### src/shared/fsr_defs.svh
/*
  offsets, field positions, reset values and timing counts of the
  queue status and pipe width register group.
  assumes it is included by bare name after the package is compiled.
*/
`ifndef FSR_DEFS_SVH
`define FSR_DEFS_SVH

// register offsets on the command-decoded register port
`define FSR_OFS_PIPE3     8'h14
`define FSR_OFS_PIPE4     8'h15
`define FSR_OFS_PIPE5     8'h16
`define FSR_OFS_QSTAT     8'h17

// payload width field
`define FSR_PW_MSB        5
`define FSR_PW_RESET      6'h00
`define FSR_PW_MAX        6'h20

// queue status bit positions
`define FSR_QS_REUSE      6
`define FSR_QS_TX_FULL    5
`define FSR_QS_TX_EMPTY   4
`define FSR_QS_RX_FULL    1
`define FSR_QS_RX_EMPTY   0
`define FSR_QS_RESET      8'h11

// chip enable pulse timing
`define FSR_CLK_NS        25
`define FSR_CE_MIN_NS     10000
`define FSR_CE_MIN_CYC    ((`FSR_CE_MIN_NS + `FSR_CLK_NS - 1) / `FSR_CLK_NS)

`endif

### src/shared/fsr_pkg.sv
/*
  types shared by the queue status and pipe width register group.
  assumes nothing beyond a SystemVerilog compiler.
*/
package fsr_pkg;

  // one register access from the serial command decoder
  typedef struct packed {
    logic       wr;
    logic       rd;
    logic [7:0] addr;
    logic [7:0] wdata;
  } fsr_reg_req_t;

  // one-cycle command strobes from the serial command decoder
  typedef struct packed {
    logic reuse_last_payload_cmd;
    logic write_payload;
    logic flush_tx;
  } fsr_tx_cmd_t;

endpackage : fsr_pkg

### src/rtl/fsr_reuse_ctl.sv
/*
  payload reuse flag and chip enable pulse qualifier.
  assumes command strobes come from logic on clk; the chip enable
  arrives from a pin and is synchronised here.
*/
`timescale 1ns/1ps
`default_nettype none
`include "fsr_defs.svh"

module fsr_reuse_ctl
  import fsr_pkg::*;
#(
  parameter int CE_MIN_CYC = `FSR_CE_MIN_CYC
) (
  input  wire logic        clk,
  input  wire logic        rst,
  input  wire fsr_tx_cmd_t cmd,
  input  wire logic        primary_transmitter_role,
  input  wire logic        rfce_pin,
  output logic             reuse_q,
  output logic             retransmit_req
);

  // the saturating counter is twelve bits wide
  if (CE_MIN_CYC < 1 || CE_MIN_CYC > 4095) begin : g_bad_ce
    $error("fsr_reuse_ctl: CE_MIN_CYC out of range");
  end

  logic        ce_meta_q;
  logic        ce_sync_q;
  logic [11:0] ce_cnt_q;
  logic [11:0] ce_cnt_d;
  logic        reuse_d;
  wire         ce_done;
  wire         reuse_clr;

  // two stage synchroniser for the chip enable pin
  always_ff @(posedge clk) begin
    ce_meta_q <= rst ? 1'b0 : rfce_pin;
    ce_sync_q <= rst ? 1'b0 : ce_meta_q;
  end

  // set wins over clear should both strobes ever coincide
  assign reuse_clr = cmd.write_payload | cmd.flush_tx;                  // RULE5
  always_comb begin
    reuse_d = reuse_q;
    if (reuse_clr)
      reuse_d = 1'b0;                                                   // RULE5
    if (cmd.reuse_last_payload_cmd)
      reuse_d = 1'b1;                                                   // RULE4
  end

  // counts how long ce has been high; saturates so one pulse per high
  assign ce_done = (ce_cnt_q == 12'(CE_MIN_CYC - 1));
  always_comb begin
    ce_cnt_d = ce_cnt_q;
    if (!ce_sync_q)
      ce_cnt_d = 12'h0000;
    else if (ce_cnt_q != 12'(CE_MIN_CYC))
      ce_cnt_d = ce_cnt_q + 12'h0001;
  end

  always_ff @(posedge clk) begin
    if (rst) begin
      reuse_q  <= 1'b0;
      ce_cnt_q <= 12'h0000;
    end else begin
      reuse_q  <= reuse_d;
      ce_cnt_q <= ce_cnt_d;
    end
  end

  // retransmit only for a transmitter with reuse armed; a short ce
  // pulse from the host is ignored rather than half-honoured
  assign retransmit_req = ce_done & ce_sync_q & reuse_q                 // RULE6
                        & primary_transmitter_role;                     // RULE7

  reuse_set_a: assert property (@(posedge clk) disable iff (rst) // RULE4
    cmd.reuse_last_payload_cmd |=> reuse_q)
    else $error("reuse flag not set by reuse command");

  reuse_clear_a: assert property (@(posedge clk) disable iff (rst) // RULE5
    (reuse_clr && !cmd.reuse_last_payload_cmd) |=> !reuse_q)
    else $error("reuse flag not cleared by payload write or flush");

  reuse_hold_a: assert property (@(posedge clk) disable iff (rst) // RULE5
    (reuse_q && !reuse_clr) |=> reuse_q)
    else $error("reuse flag dropped without clearing command");

  rtx_role_a: assert property (@(posedge clk) disable iff (rst) // RULE7
    retransmit_req |-> (primary_transmitter_role && reuse_q))
    else $error("retransmit outside transmitter role or reuse");

  rtx_width_a: assert property (@(posedge clk) disable iff (rst) // RULE6
    retransmit_req |-> $past(ce_sync_q, 1) || CE_MIN_CYC == 1)
    else $error("retransmit without sustained chip enable");

  rtx_once_a: assert property (@(posedge clk) disable iff (rst) // RULE6
    retransmit_req |=> !retransmit_req)
    else $error("retransmit lasted more than one cycle");

  reuse_seen_c: cover property (@(posedge clk) disable iff (rst)
    cmd.reuse_last_payload_cmd ##1 reuse_q);
  rtx_seen_c: cover property (@(posedge clk) disable iff (rst)
    retransmit_req);

endmodule : fsr_reuse_ctl
`default_nettype wire

### src/rtl/fsr_regs.sv
/*
  queue status register and receive payload width registers for
  pipes three to five.
  assumes register accesses and command strobes come from a serial
  command decoder on clk; queue levels come from the payload queues
  on clk; the chip enable pin is asynchronous.
  writes to the status offset are dropped.
*/
`timescale 1ns/1ps
`default_nettype none
`include "fsr_defs.svh"

// What this block does
// [RULE1] pipe three six-bit width, reset zero
// [RULE2] pipe four six-bit width in low bits
// [RULE3] pipe five six-bit width in low bits
// [RULE4] reuse command sets status bit six
// [RULE5] payload write or flush clears reuse
// [RULE6] host holds chip enable ten microseconds
// [RULE7] reuse acts only as primary transmitter
// [RULE8] bits five/four: transmit full/empty
// [RULE9] bits one/zero: receive full/empty
// [RULE10] reserved bits written zero, read zero
module fsr_regs
  import fsr_pkg::*;
#(
  parameter int QDEPTH = 3,
  parameter int LVL_W  = 2,
  parameter int CE_MIN_CYC = `FSR_CE_MIN_CYC
) (
  input  wire logic             clk,
  input  wire logic             rst,
  input  wire fsr_reg_req_t     req,
  output logic [7:0]            rd_data,
  input  wire fsr_tx_cmd_t      cmd,
  input  wire logic [LVL_W-1:0] tx_level,
  input  wire logic [LVL_W-1:0] rx_level,
  input  wire logic             primary_transmitter_role,
  input  wire logic             rfce_pin,
  output logic [5:0]            pipe_three_payload_width,
  output logic [5:0]            pipe_four_payload_width,
  output logic [5:0]            pipe_five_payload_width,
  output logic                  reuse_active,
  output logic                  retransmit_req
);

  // the full count must be reachable on the level ports
  if (QDEPTH < 1 || QDEPTH >= (1 << LVL_W)) begin : g_bad_depth
    $error("fsr_regs: QDEPTH does not fit LVL_W");
  end

  // full and empty decode, shared by both queues
  function automatic logic [1:0] q_flags(input logic [LVL_W-1:0] lvl);
    q_flags = {lvl == LVL_W'(QDEPTH), lvl == '0};
  endfunction : q_flags

  logic [5:0] pw_q [3];
  logic [5:0] pw_d [3];
  logic [7:0] rd_data_d;
  logic [1:0] tx_f;
  logic [1:0] rx_f;
  logic       reuse_q;
  logic [7:0] qstat;
  wire  [7:0] pw_ofs [3];

  assign pw_ofs[0] = `FSR_OFS_PIPE3;
  assign pw_ofs[1] = `FSR_OFS_PIPE4;
  assign pw_ofs[2] = `FSR_OFS_PIPE5;

  // width registers: only bits 5:0 are kept, so the reserved top
  // bits cannot latch a stray write
  for (genvar i = 0; i < 3; i++) begin : g_pw
    assign pw_d[i] = (req.wr && req.addr == pw_ofs[i])
                   ? req.wdata[`FSR_PW_MSB:0] : pw_q[i];  // RULE1 RULE2 RULE3
    always_ff @(posedge clk) begin
      pw_q[i] <= rst ? `FSR_PW_RESET : pw_d[i];           // RULE1 RULE2 RULE3
    end
  end

  assign pipe_three_payload_width = pw_q[0];             // RULE1
  assign pipe_four_payload_width  = pw_q[1];             // RULE2
  assign pipe_five_payload_width  = pw_q[2];             // RULE3

  // queue status is live; writes to it change nothing
  assign tx_f = q_flags(tx_level);                       // RULE8
  assign rx_f = q_flags(rx_level);                       // RULE9
  assign qstat = {1'b0, reuse_q, tx_f, 2'b00, rx_f};     // RULE4 RULE10

  // read mux; unmapped offsets return zero
  always_comb begin
    rd_data_d = rd_data;
    if (req.rd) begin
      rd_data_d = 8'h00;
      for (int i = 0; i < 3; i++) begin
        if (req.addr == pw_ofs[i])
          rd_data_d = {2'b00, pw_q[i]};                  // RULE10
      end
      if (req.addr == `FSR_OFS_QSTAT)
        rd_data_d = qstat;                               // RULE8 RULE9
    end
  end

  // read data answers on the edge after the strobe and then holds
  always_ff @(posedge clk) begin
    rd_data <= rst ? 8'h00 : rd_data_d;
  end

  // reuse flag and chip enable qualifier
  fsr_reuse_ctl #(
    .CE_MIN_CYC (CE_MIN_CYC)
  ) u_reuse (
    .clk                      (clk),
    .rst                      (rst),
    .cmd                      (cmd),
    .primary_transmitter_role (primary_transmitter_role),
    .rfce_pin                 (rfce_pin),
    .reuse_q                  (reuse_q),
    .retransmit_req           (retransmit_req)
  );

  // the flag itself lives with the chip enable logic
  assign reuse_active = reuse_q;

  // width registers: reset, write, hold and read back
  pw_reset_a: assert property (@(posedge clk) // RULE1
    rst |=> pipe_three_payload_width == `FSR_PW_RESET
         && pipe_four_payload_width  == `FSR_PW_RESET
         && pipe_five_payload_width  == `FSR_PW_RESET)
    else $error("pipe width not zero after reset");

  pw3_write_a: assert property (@(posedge clk) disable iff (rst) // RULE1
    (req.wr && req.addr == `FSR_OFS_PIPE3)
      |=> pipe_three_payload_width == $past(req.wdata[`FSR_PW_MSB:0]))
    else $error("pipe three width write lost");

  pw_write_a: assert property (@(posedge clk) disable iff (rst) // RULE2
    (req.wr && req.addr == `FSR_OFS_PIPE4)
      |=> pipe_four_payload_width == $past(req.wdata[5:0]))
    else $error("pipe four width write lost");

  pw5_write_a: assert property (@(posedge clk) disable iff (rst) // RULE3
    (req.wr && req.addr == `FSR_OFS_PIPE5)
      |=> pipe_five_payload_width == $past(req.wdata[`FSR_PW_MSB:0]))
    else $error("pipe five width write lost");

  pw3_keep_a: assert property (@(posedge clk) disable iff (rst) // RULE1
    !(req.wr && req.addr == `FSR_OFS_PIPE3)
      |=> $stable(pipe_three_payload_width))
    else $error("pipe three width changed without write");

  pw4_keep_a: assert property (@(posedge clk) disable iff (rst) // RULE2
    !(req.wr && req.addr == `FSR_OFS_PIPE4)
      |=> $stable(pipe_four_payload_width))
    else $error("pipe four width changed without write");

  pw_keep_a: assert property (@(posedge clk) disable iff (rst) // RULE3
    !(req.wr && req.addr == `FSR_OFS_PIPE5)
      |=> $stable(pipe_five_payload_width))
    else $error("pipe five width changed without write");

  pw3_read_a: assert property (@(posedge clk) disable iff (rst) // RULE1
    (req.rd && req.addr == `FSR_OFS_PIPE3)
      |=> rd_data == {2'b00, $past(pipe_three_payload_width)})
    else $error("pipe three width read back wrong");

  pw4_read_a: assert property (@(posedge clk) disable iff (rst) // RULE2
    (req.rd && req.addr == `FSR_OFS_PIPE4)
      |=> rd_data == {2'b00, $past(pipe_four_payload_width)})
    else $error("pipe four width read back wrong");

  pw5_read_a: assert property (@(posedge clk) disable iff (rst) // RULE3
    (req.rd && req.addr == `FSR_OFS_PIPE5)
      |=> rd_data == {2'b00, $past(pipe_five_payload_width)})
    else $error("pipe five width read back wrong");

  // status register and the read port
  tx_flags_a: assert property (@(posedge clk) disable iff (rst) // RULE8
    (req.rd && req.addr == `FSR_OFS_QSTAT)
      |=> rd_data[`FSR_QS_TX_FULL]  == ($past(tx_level) == LVL_W'(QDEPTH))
       && rd_data[`FSR_QS_TX_EMPTY] == ($past(tx_level) == '0))
    else $error("transmit queue flags wrong");

  rx_flags_a: assert property (@(posedge clk) disable iff (rst) // RULE9
    (req.rd && req.addr == `FSR_OFS_QSTAT)
      |=> rd_data[`FSR_QS_RX_FULL]  == ($past(rx_level) == LVL_W'(QDEPTH))
       && rd_data[`FSR_QS_RX_EMPTY] == ($past(rx_level) == '0))
    else $error("receive queue flags wrong");

  reserved_zero_a: assert property (@(posedge clk) disable iff (rst) // RULE10
    (req.rd && req.addr == `FSR_OFS_QSTAT)
      |=> rd_data[7] == 1'b0 && rd_data[3:2] == 2'b00)
    else $error("queue status reserved bits read nonzero");

  pw_reserved_a: assert property (@(posedge clk) disable iff (rst) // RULE10
    (req.rd && req.addr inside {`FSR_OFS_PIPE3, `FSR_OFS_PIPE4,
                                `FSR_OFS_PIPE5})
      |=> rd_data[7:6] == 2'b00)
    else $error("pipe width reserved bits read nonzero");

  reuse_read_a: assert property (@(posedge clk) disable iff (rst) // RULE4
    (req.rd && req.addr == `FSR_OFS_QSTAT) |=> rd_data[6] == $past(reuse_q))
    else $error("reuse bit not reported");

  unmapped_rd_a: assert property (@(posedge clk) disable iff (rst)
    (req.rd && !(req.addr inside {`FSR_OFS_PIPE3, `FSR_OFS_PIPE4,
                                  `FSR_OFS_PIPE5, `FSR_OFS_QSTAT}))
      |=> rd_data == 8'h00)
    else $error("unmapped offset read nonzero");

  rd_hold_a: assert property (@(posedge clk) disable iff (rst)
    !req.rd |=> $stable(rd_data))
    else $error("read data moved without a read");

  // main scenarios
  qstat_read_c: cover property (@(posedge clk) disable iff (rst)
    req.rd && req.addr == `FSR_OFS_QSTAT && tx_level == LVL_W'(QDEPTH));
  rx_full_c: cover property (@(posedge clk) disable iff (rst)
    req.rd && req.addr == `FSR_OFS_QSTAT && rx_level == LVL_W'(QDEPTH));
  pw_write_c: cover property (@(posedge clk) disable iff (rst)
    req.wr && req.addr == `FSR_OFS_PIPE4 && req.wdata[5:0] == `FSR_PW_MAX);

endmodule : fsr_regs
`default_nettype wire

### config.mk
export PLATFORM = sky130hd
export DESIGN_NAME = fsr_regs
export DESIGN_NICKNAME = d
export VERILOG_FILES = /design/src/shared/fsr_pkg.sv /design/src/rtl/fsr_reuse_ctl.sv /design/src/rtl/fsr_regs.sv
export VERILOG_INCLUDE_DIRS = /design/src /design/src/shared
export SDC_FILE = /design/constraint.sdc
export NUM_CORES = 1
export LEC_CHECK = 0
export ABC_AREA = 0
export BUFFER_PORTS_ARGS = -buffer_cell sky130_fd_sc_hd__buf_2
export CORE_ASPECT_RATIO = 0.75
export CORE_MARGIN = 4
export CORE_UTILIZATION = 46
export CTS_CLUSTER_DIAMETER = 100
export DETAILED_ROUTE_END_ITERATION = 10
export GPL_TIMING_DRIVEN = 0
export HOLD_SLACK_MARGIN = 0.12
export PLACE_DENSITY = 0.85
export SYNTH_ARGS = -nofsm -noshare
export SYNTH_HDL_FRONTEND = slang
export SYNTH_HIERARCHICAL = 1
export SYNTH_SLANG_ARGS = --single-unit
### constraint.sdc
create_clock -name clk -period 1.6 [get_ports clk]
set_input_delay 0.48 -clock clk [delete_from_list [all_inputs] [get_ports clk]]
set_output_delay 0.48 -clock clk [all_outputs]
set_load 0.01 [all_outputs]
Word-level counts from Yosys, hierarchy flattened
Memories as Yosys holds them, arrays and structs flattened.
Cells that the tools add are included.
{"block": "totals", "reg_bits": 23, "ramBits": 18, "inputBits": 29, "out_inout_bits": 28, "elab_cells": 39, "mem_count": 1}
{"name": "pw_q", "depth": 3, "word_bits": 6, "rd": 3, "rd_clocked_by_memory_dff": 0, "write_ports": 3, "line": "fsr_regs.sv:57", "rtl": "logic [5:0] pw_q [3];"}
{"block": "op_classes", "add_sub_neg": 1, "eq_ne": 8, "n_mux": 12, "bitwise_logic": 5, "reduce_logical": 7}
{"operator": "2-to-1 mux 6 bit", "count": 8}
{"operator": "equality test 8 x 5 -> 1 bit (second input constant)", "count": 4}
{"operator": "2-to-1 mux 8 bit", "count": 2}
{"operator": "adder 12 x 1 -> 12 bit (second input constant)", "count": 1}
{"operator": "equality test 12 x 9 -> 1 bit (second input constant)", "count": 1}
{"operator": "!= test 12 x 9 -> 1 bit (second input constant)", "count": 1}
{"operator": "equality test 2 bit (second input constant)", "count": 2}
{"operator": "logical NOT 2 bit", "count": 2}
{"operator": "AND 1 bit", "count": 3}
{"operator": "logical AND 1 bit", "count": 3}
{"operator": "2-to-1 mux 1 bit", "count": 2}
{"operator": "nonzero test 2 bit", "count": 1}
{"operator": "OR reduction 2 bit", "count": 1}
{"operator": "inverter 1 bit", "count": 1}
{"operator": "OR 1 bit", "count": 1}

Logic depth before layout (Yosys ltp)
Gate-level depths: netlist of run 1.
{"block": "depth", "depth_word": 5, "ltp_mapped": 7, "depth_no_buf": 6}

Modules after synthesis
Netlist of run 1, hierarchy kept.
{"module": "fsr_regs", "n_inst": 1, "cells_per_inst": 124, "area_per_inst_um2": 1249.9, "seq_area_each_um2": 500.5}
{"module": "fsr_reuse_ctl", "n_inst": 1, "cells_per_inst": 75, "area_per_inst_um2": 691.9, "seq_area_each_um2": 300.3}

Least setup slack after synthesis of run 1
OpenSTA, ideal clock, no wires.
{"block": "synth_path", "path_type": "register to output", "start": "register u_reuse.ce_cnt_q[9]", "end": "output port retransmit_req", "t_arrival_ps": 1262, "t_required_ps": 1120, "slack_ps": -142, "path_stages_with_launch": 4, "n_path_buf": 0, "cell_sequence": "dfxtp_1 > nor4_1 > or3b_1 > nor3_1"}
{"block": "synth_between", "elab_chain_cells": 4}
{"element": "start, declared", "line": "fsr_reuse_ctl.sv:31", "rtl": "logic [11:0] ce_cnt_q;"}
{"element": "start signal, assigned", "line": "fsr_reuse_ctl.sv:69", "rtl": "ce_cnt_q <= ce_cnt_d;"}
{"element": "equality test 12 x 9 -> 1 bit", "line": "fsr_reuse_ctl.sv:54", "rtl": "assign ce_done = (ce_cnt_q == 12'(CE_MIN_CYC - 1));"}
{"element": "AND 1 bit (2 in series)", "line": "fsr_reuse_ctl.sv:75", "rtl": "assign retransmit_req = ce_done & ce_sync_q & reuse_q"}
{"element": "AND 1 bit", "line": "fsr_reuse_ctl.sv:76", "rtl": "& primary_transmitter_role;"}
{"element": "end, declared", "line": "fsr_regs.sv:44", "rtl": "output logic retransmit_req"}
Every way passes these cells.

Worst setup path after layout of run 1
{"block": "layout_path", "start": "register u_reuse.ce_cnt_q[11]", "end": "output port retransmit_req"}
Same word-level chain as after synthesis.

==> results.toml, run 1 <==
[finish]
area_growth_pct = 25.97
drive_above_1_share_pct = 33.46
multiInputGateArea_um2 = 1104
n_fill_cell = 365
post-route-util_pct = 60.34
seq_area_um2 = 809.5
nets = 293
n_antenna_cell = 0

[status]
outcome = "finished, violations left"
violations = "setup timing"

[detailed_routing]
firstDrtPassIters = 4
vias = 1704
viasPerCell = 5.358
drc = 0
drt_iter0_markers = 82
ant_nets = 0
wl_per_cell_um = 14.51
wirelength_mm = 4.615

[setup_path]
critPathRequiredTime_ps = 1120
setup.worst_path.end_class = "output pin"
arrival_ps = 1560
worstPathMaxFanout = 2
crit_type = "flip-flop to output pin"
start_kind = "flip-flop"

[sta]
rsz0062_at_grt = "true"
period_share_pct = 127.2
post-route-min-period_ps = 2035
fmax_mhz = 491.3
hold_viol = 0
setup_viol = 2
slew_violations = 0
fin_ws_ps = -435.3
skew_ps = 7.148

[die]
die_h_um = 64.27
fp.dieW_um = 83.03
dieArea_um2 = 5336
coreArea_um2 = 4054
start_util_pct = 47.90
core.rowCount = 20
ios = 57

[clocking]
ctsHoldBuffers = 0
clkSlewWorstSetupHoldPaths_ps = 80
cts-root-buf = "clkbuf_8"
ctsLongestPathBuffers = 2
cts_tree = "done"
numCtsBuffers = 5
clk_latency_ps = 300
ctsHtreeMaxLevel = 2
cts.sinks = 40

[run]
maxCapViolCount = 0

[grt]
grt_pass1_vias = 1705
grt_use_total_pct = 18.26
grt_pass1_wl_mm = 7.845
grt_antenna_before_repair = 0
gr-total-overflow = 0
grt_max_degree = 13

[yosys]
synth_warnings = 6
yosys_most_used_dff = "dfxtp_1"
ys_ff_latch = 40
syn-num-nets = 230
ys_seq_area_share_pct = 41.24
ys_types = 42
synth_edf_count = 0
async_reset_ff_share_pct = 0
syn-cell-area_um2 = 1942
syn_area_per_cell_um2 = 9.758
synthCells = 199

[pwr]
p_per_area_nw_per_um2 = 795.5
peakVddDrop_v = 0.0004727
clockPowerShare_pct = 41.5
p_leak_nw = 1.082
pwr-share-seq_pct = 51.5
p_int_mw = 1.525
power.share.combinational_pct = 7.0
swShare_pct = 21.62
p_sw_mw = 0.4207

[min_path]
worstHoldPathType = "input pin to flip-flop"

[place]
dp_slack_ps = -145.3
io_buffers = 53
gp_congestion = 0.8494
dp_hpwl_mm = 3.495
## flip-flops by register name, summed over array words and instances (netlist names)
register,flops
u_reuse/reuse_q,1
u_reuse/ce_cnt_q,12
u_reuse/ce_sync_q,1
pw_q,18
u_reuse/ce_meta_q,1
rd_data,7
## synth_stat cells (all sizes together) (2+ instances only)
cell      n  area share (%)
dfxtp    40              41
mux2i    21              11
xor2      5             2.3
buf       4             1.6
ha        2             1.3
nand2     5             1.1
xnor2     4             1.8
or3b      4             1.8
and3      4             1.4
inv       3            0.58
a21oi     4             1.2
nor2b     5             1.6
and4      2            0.90
clkbuf    6             1.2
nand4     4             1.9
nor3      5             1.3
o32ai     4             1.8
and2      4             1.3
o41ai     2            0.90
nand2b   36              12
a211oi    4             1.5
nand3     6             1.5
nor4      2            0.97
nor2     10             1.9
a2bb2oi   2            0.90
o311a     2             1.0
a31o      2            0.90
## placed cells by master, fill, tap and decap left out, types with 5 or more instances in the layout
master / n
nor2_1: 10
xor2_1: 5
nand3_1: 5
nor2b_1: 5
buf_2: 54
clkbuf_8: 5
nand2b_1: 36
mux2i_1: 21
clkbuf_1: 7
dfxtp_1: 35
## power groups by stage
stage	Sequential (mW)	Combinational [mW]	Clock, mW
2_1_floorplan	1.03	0.0697	0
6_report	1.00	0.136	0.808
5_1_grt	1.00	0.151	0.874
4_1_cts	1.00	0.134	0.824
3_3_place_gp	1.03	0.131	0
3_5_place_dp	1.03	0.134	0
## path summary, 6_finish.rpt
check | to | cells after the start | slack, ps | startpoint
max reg2reg | u_reuse/ce_cnt_q[2] | 8 | -60 | u_reuse/ce_cnt_q[0]
min | u_reuse/reuse_q | 3 | 380 | cmd[2]
max | retransmit_req | 4 | -440 | u_reuse/ce_cnt_q[11]
min reg2reg | u_reuse/ce_sync_q | 1 | 440 | u_reuse/ce_meta_q
## critical path, stage by stage (launching register included)
cell and delay (ps):
dfxtp_2 340, nor4_4 260, or3b_4 410, nor3_2 100
buf_2 150
## per-stage QoR
stage	hold slack (ps)	area (um2)	setup TNS [ps]	power (mW)	cells
3_5_place_dp	432.4	2281	-2109	1.161	307
2_1_floorplan	413.8	1947	0	1.097	199
3_3_place_gp	419.4	2281	-1793	1.158	307
6_report	384.4	2446	-494.2	1.946	318
5_1_grt	410.8	2446	-652.2	2.028	318
4_1_cts	384.3	2416	-450.8	1.960	316
## routing by layer
layer | wire, um | global-route usage [%]
met1 | 2089 | 24.14
met2 | 2089 | 27.90
met3 | 344 | 5.799
met5 | 0 | 0
met4 | 92 | 6.735
## final cells by class
| class | count | share of cell area, % |
|---|---|---|
| multi-input cells | 146 | 45.12 |
| flip-flops and latches | 40 | 33.09 |
| repair buffers | 56 | 11.92 |
| clock buffers | 6 | 2.967 |
| well taps | 55 | 2.813 |
| plain buffers | 10 | 2.199 |
| clock inverters | 2 | 1.432 |
| inverters | 3 | 0.4604 |
## repair_timing
action / CTS / global route
pin swaps: 1 / 4
buffers inserted: 1 / 2
endpoints found under the setup margin: 2 / 3
cloned: 0 / 0
resized for setup: 5 / 7
## kinds of logic (layout without fill, tap and decap cells)
kind of cell	after synthesis	in the layout	share of synthesized area, %
AND/OR/NAND/NOR	92	92	30.48
flip-flops	40	40	41.24
AO/OA/AOI/OAI	21	21	8.570
multiplexers	21	21	10.82
buffers and inverters	13	77	3.350
XOR/XNOR	9	9	4.059
adder cells (fa/ha/maj)	2	2	1.288
other	1	1	0.1931
No activity file was read; power rests on OpenSTA's default activity.
==> run 2: changes to the inputs <==
- CORE_UTILIZATION: 46 -> 45
- PLACE_DENSITY: 0.85 -> 0.84
==> run 2 against run 1 <==
  * The run still ends with setup timing left
  * Final cell count shrank 0.94%
  * Sequential cell count is the same
  * Critical endpoint unchanged
  * Fmax up 1.3%
  * Via count fell by 3.3%
==> results.toml, run 2 (synthesized netlist as in run 1, its figures left out) <==
[sta]
skew_ps = 14.76
fmax_mhz = 497.7
setup_viol = 1
post-route-min-period_ps = 2009
slew_headroom_pct = 65.56
period_share_pct = 125.6
slew_violations = 0
worst_slew_pin_slew_ps = 516.6
rsz0062_at_grt = "true"
hold_viol = 0
fin_hold_ws_ps = 397.2
fin_ws_ps = -409.3

[die]
coreArea_um2 = 4104
die_h_um = 64.89
start_util_pct = 47.32
dieArea_um2 = 5441
fp.dieW_um = 83.85
ios = 57
core.rowCount = 20

[detailed_routing]
wirelength_mm = 4.565
ant_nets = 0
wl_per_cell_um = 14.49
drc = 0
vias = 1648
drt_iter0_markers = 85
viasPerCell = 5.232
firstDrtPassIters = 4

[pwr]
peakVddDrop_v = 0.0004153
p_per_area_nw_per_um2 = 806.3
total_power_mw = 1.943
p_leak_nw = 1.067

[clocking]
clk_latency_ps = 290
ctsHoldBuffers = 0
clkSlewWorstSetupHoldPaths_ps = 80
cts.sinks = 40
ctsHtreeMaxLevel = 2
numCtsBuffers = 5
cts-root-buf = "clkbuf_8"
cts_tree = "done"
ctsLongestPathBuffers = 2

[place]
dp_hpwl_mm = 3.466
dpl.cell_count = 307
io_buffers = 53
placed_cell_area_um2 = 2281
gp_congestion = 0.8445

[finish]
regMostFlops = "pw_q"
fin_cells = 315
nets = 290
layout_commonest_cell = "buf_2"
drive_above_1_share_pct = 31.92
top_regs = "pw_q x18, u_reuse/ce_cnt_q x12, rd_data x7"
area_growth_pct = 24.10
final_cell_mix = "54 x buf_2, 36 x nand2b_1, 36 x dfxtp_1, 21 x mux2i_1, 10 x nor2_1"
largest_reg_flops = 18
n_antenna_cell = 0
final_area_um2 = 2410

[setup_path]
critPathBufInv = 1
start_kind = "flip-flop"
crit_path_top_delay_cell = "or3b_1"
path_delay_family = "simple AND/OR/NAND/NOR gates"
max_stage_delay_ps = 380
setup.worst_path.end_class = "output pin"
critPathRequiredTime_ps = 1120
worstPathMaxFanout = 2
worstPathCellList = "nor4_4 -> or3b_1 -> nor3_2 -> buf_2"
crit_type = "flip-flop to output pin"
arrival_ps = 1530

[min_path]
worstHoldPathType = "input pin to flip-flop"

[grt]
grt_max_degree = 13
grt_antenna_before_repair = 0
gr-total-overflow = 0
grt_use_total_pct = 17.57
grt_pass1_wl_mm = 7.596
grt_pass1_vias = 1671

[status]
outcome = "finished, violations left"
violations = "setup timing"

[run]
maxCapViolCount = 0
run 2: path summary, 6_finish.rpt:
check | startpoint | end | slack (ps) | depth (start not counted)
worst max-delay path | u_reuse/ce_cnt_q[5] | retransmit_req | -410 | 4
worst min-delay path | rfce_pin | u_reuse/ce_meta_q | 400 | 2
worst max register to register | u_reuse/ce_cnt_q[0] | u_reuse/ce_cnt_q[2] | 50 | 6
worst min register to register | u_reuse/ce_meta_q | u_reuse/ce_sync_q | 460 | 1
run 2: worst register-to-register path: cells and delay by family, from the launching register on:
family	cells	cell delay [ps]
fa+ha+maj	1	170
flops	1	350
compound gates	1	130
buf+inv	1	40
simple gates	3	800
run 2: timing repair:
item / CTS / global route
endpoints found under the setup margin: 2 / 3
gates resized for setup: 7 / 2
setup buffers: 1 / 0
hold endpoints to repair: 0 / 0
pin swaps: 1 / 2
run 2: final cells by class:
type / count / area [um2]
fill: 365 / 1694
multi-input combinational: 146 / 1099
sequential: 40 / 808.3
timing repair buffer: 54 / 272.8
clock buffer: 6 / 72.57
tap: 55 / 68.82
buffer: 9 / 42.54
clock inverter: 2 / 35.03
inverter: 3 / 11.26
run 2: stage by stage:
stage	util [%]	worst slack, ps	setup TNS [ps]
after floorplan	-	1.970	0
after global placement	55.58	-165.7	-1909
after detailed placement	55.58	-171.0	-2328
after CTS	58.93	-436.7	-436.7
after global routing	58.72	-496.2	-610.4
final	58.72	-409.3	-409.3
run 2: report_power, final:
group	switching [mW]	internal [mW]
sequential	0.00403	0.998
combinational	0.0716	0.0629
clock	0.343	0.463
total	0.419	1.52
run 2: metal layers:
layer	up-vias	wire (um)	GRT usage [%]
li1	819	-	-
met1	777	2253	23.16
met2	48	2021	27.78
met3	4	258	6.226
met4	0	32	3.815
met5	-	0	0
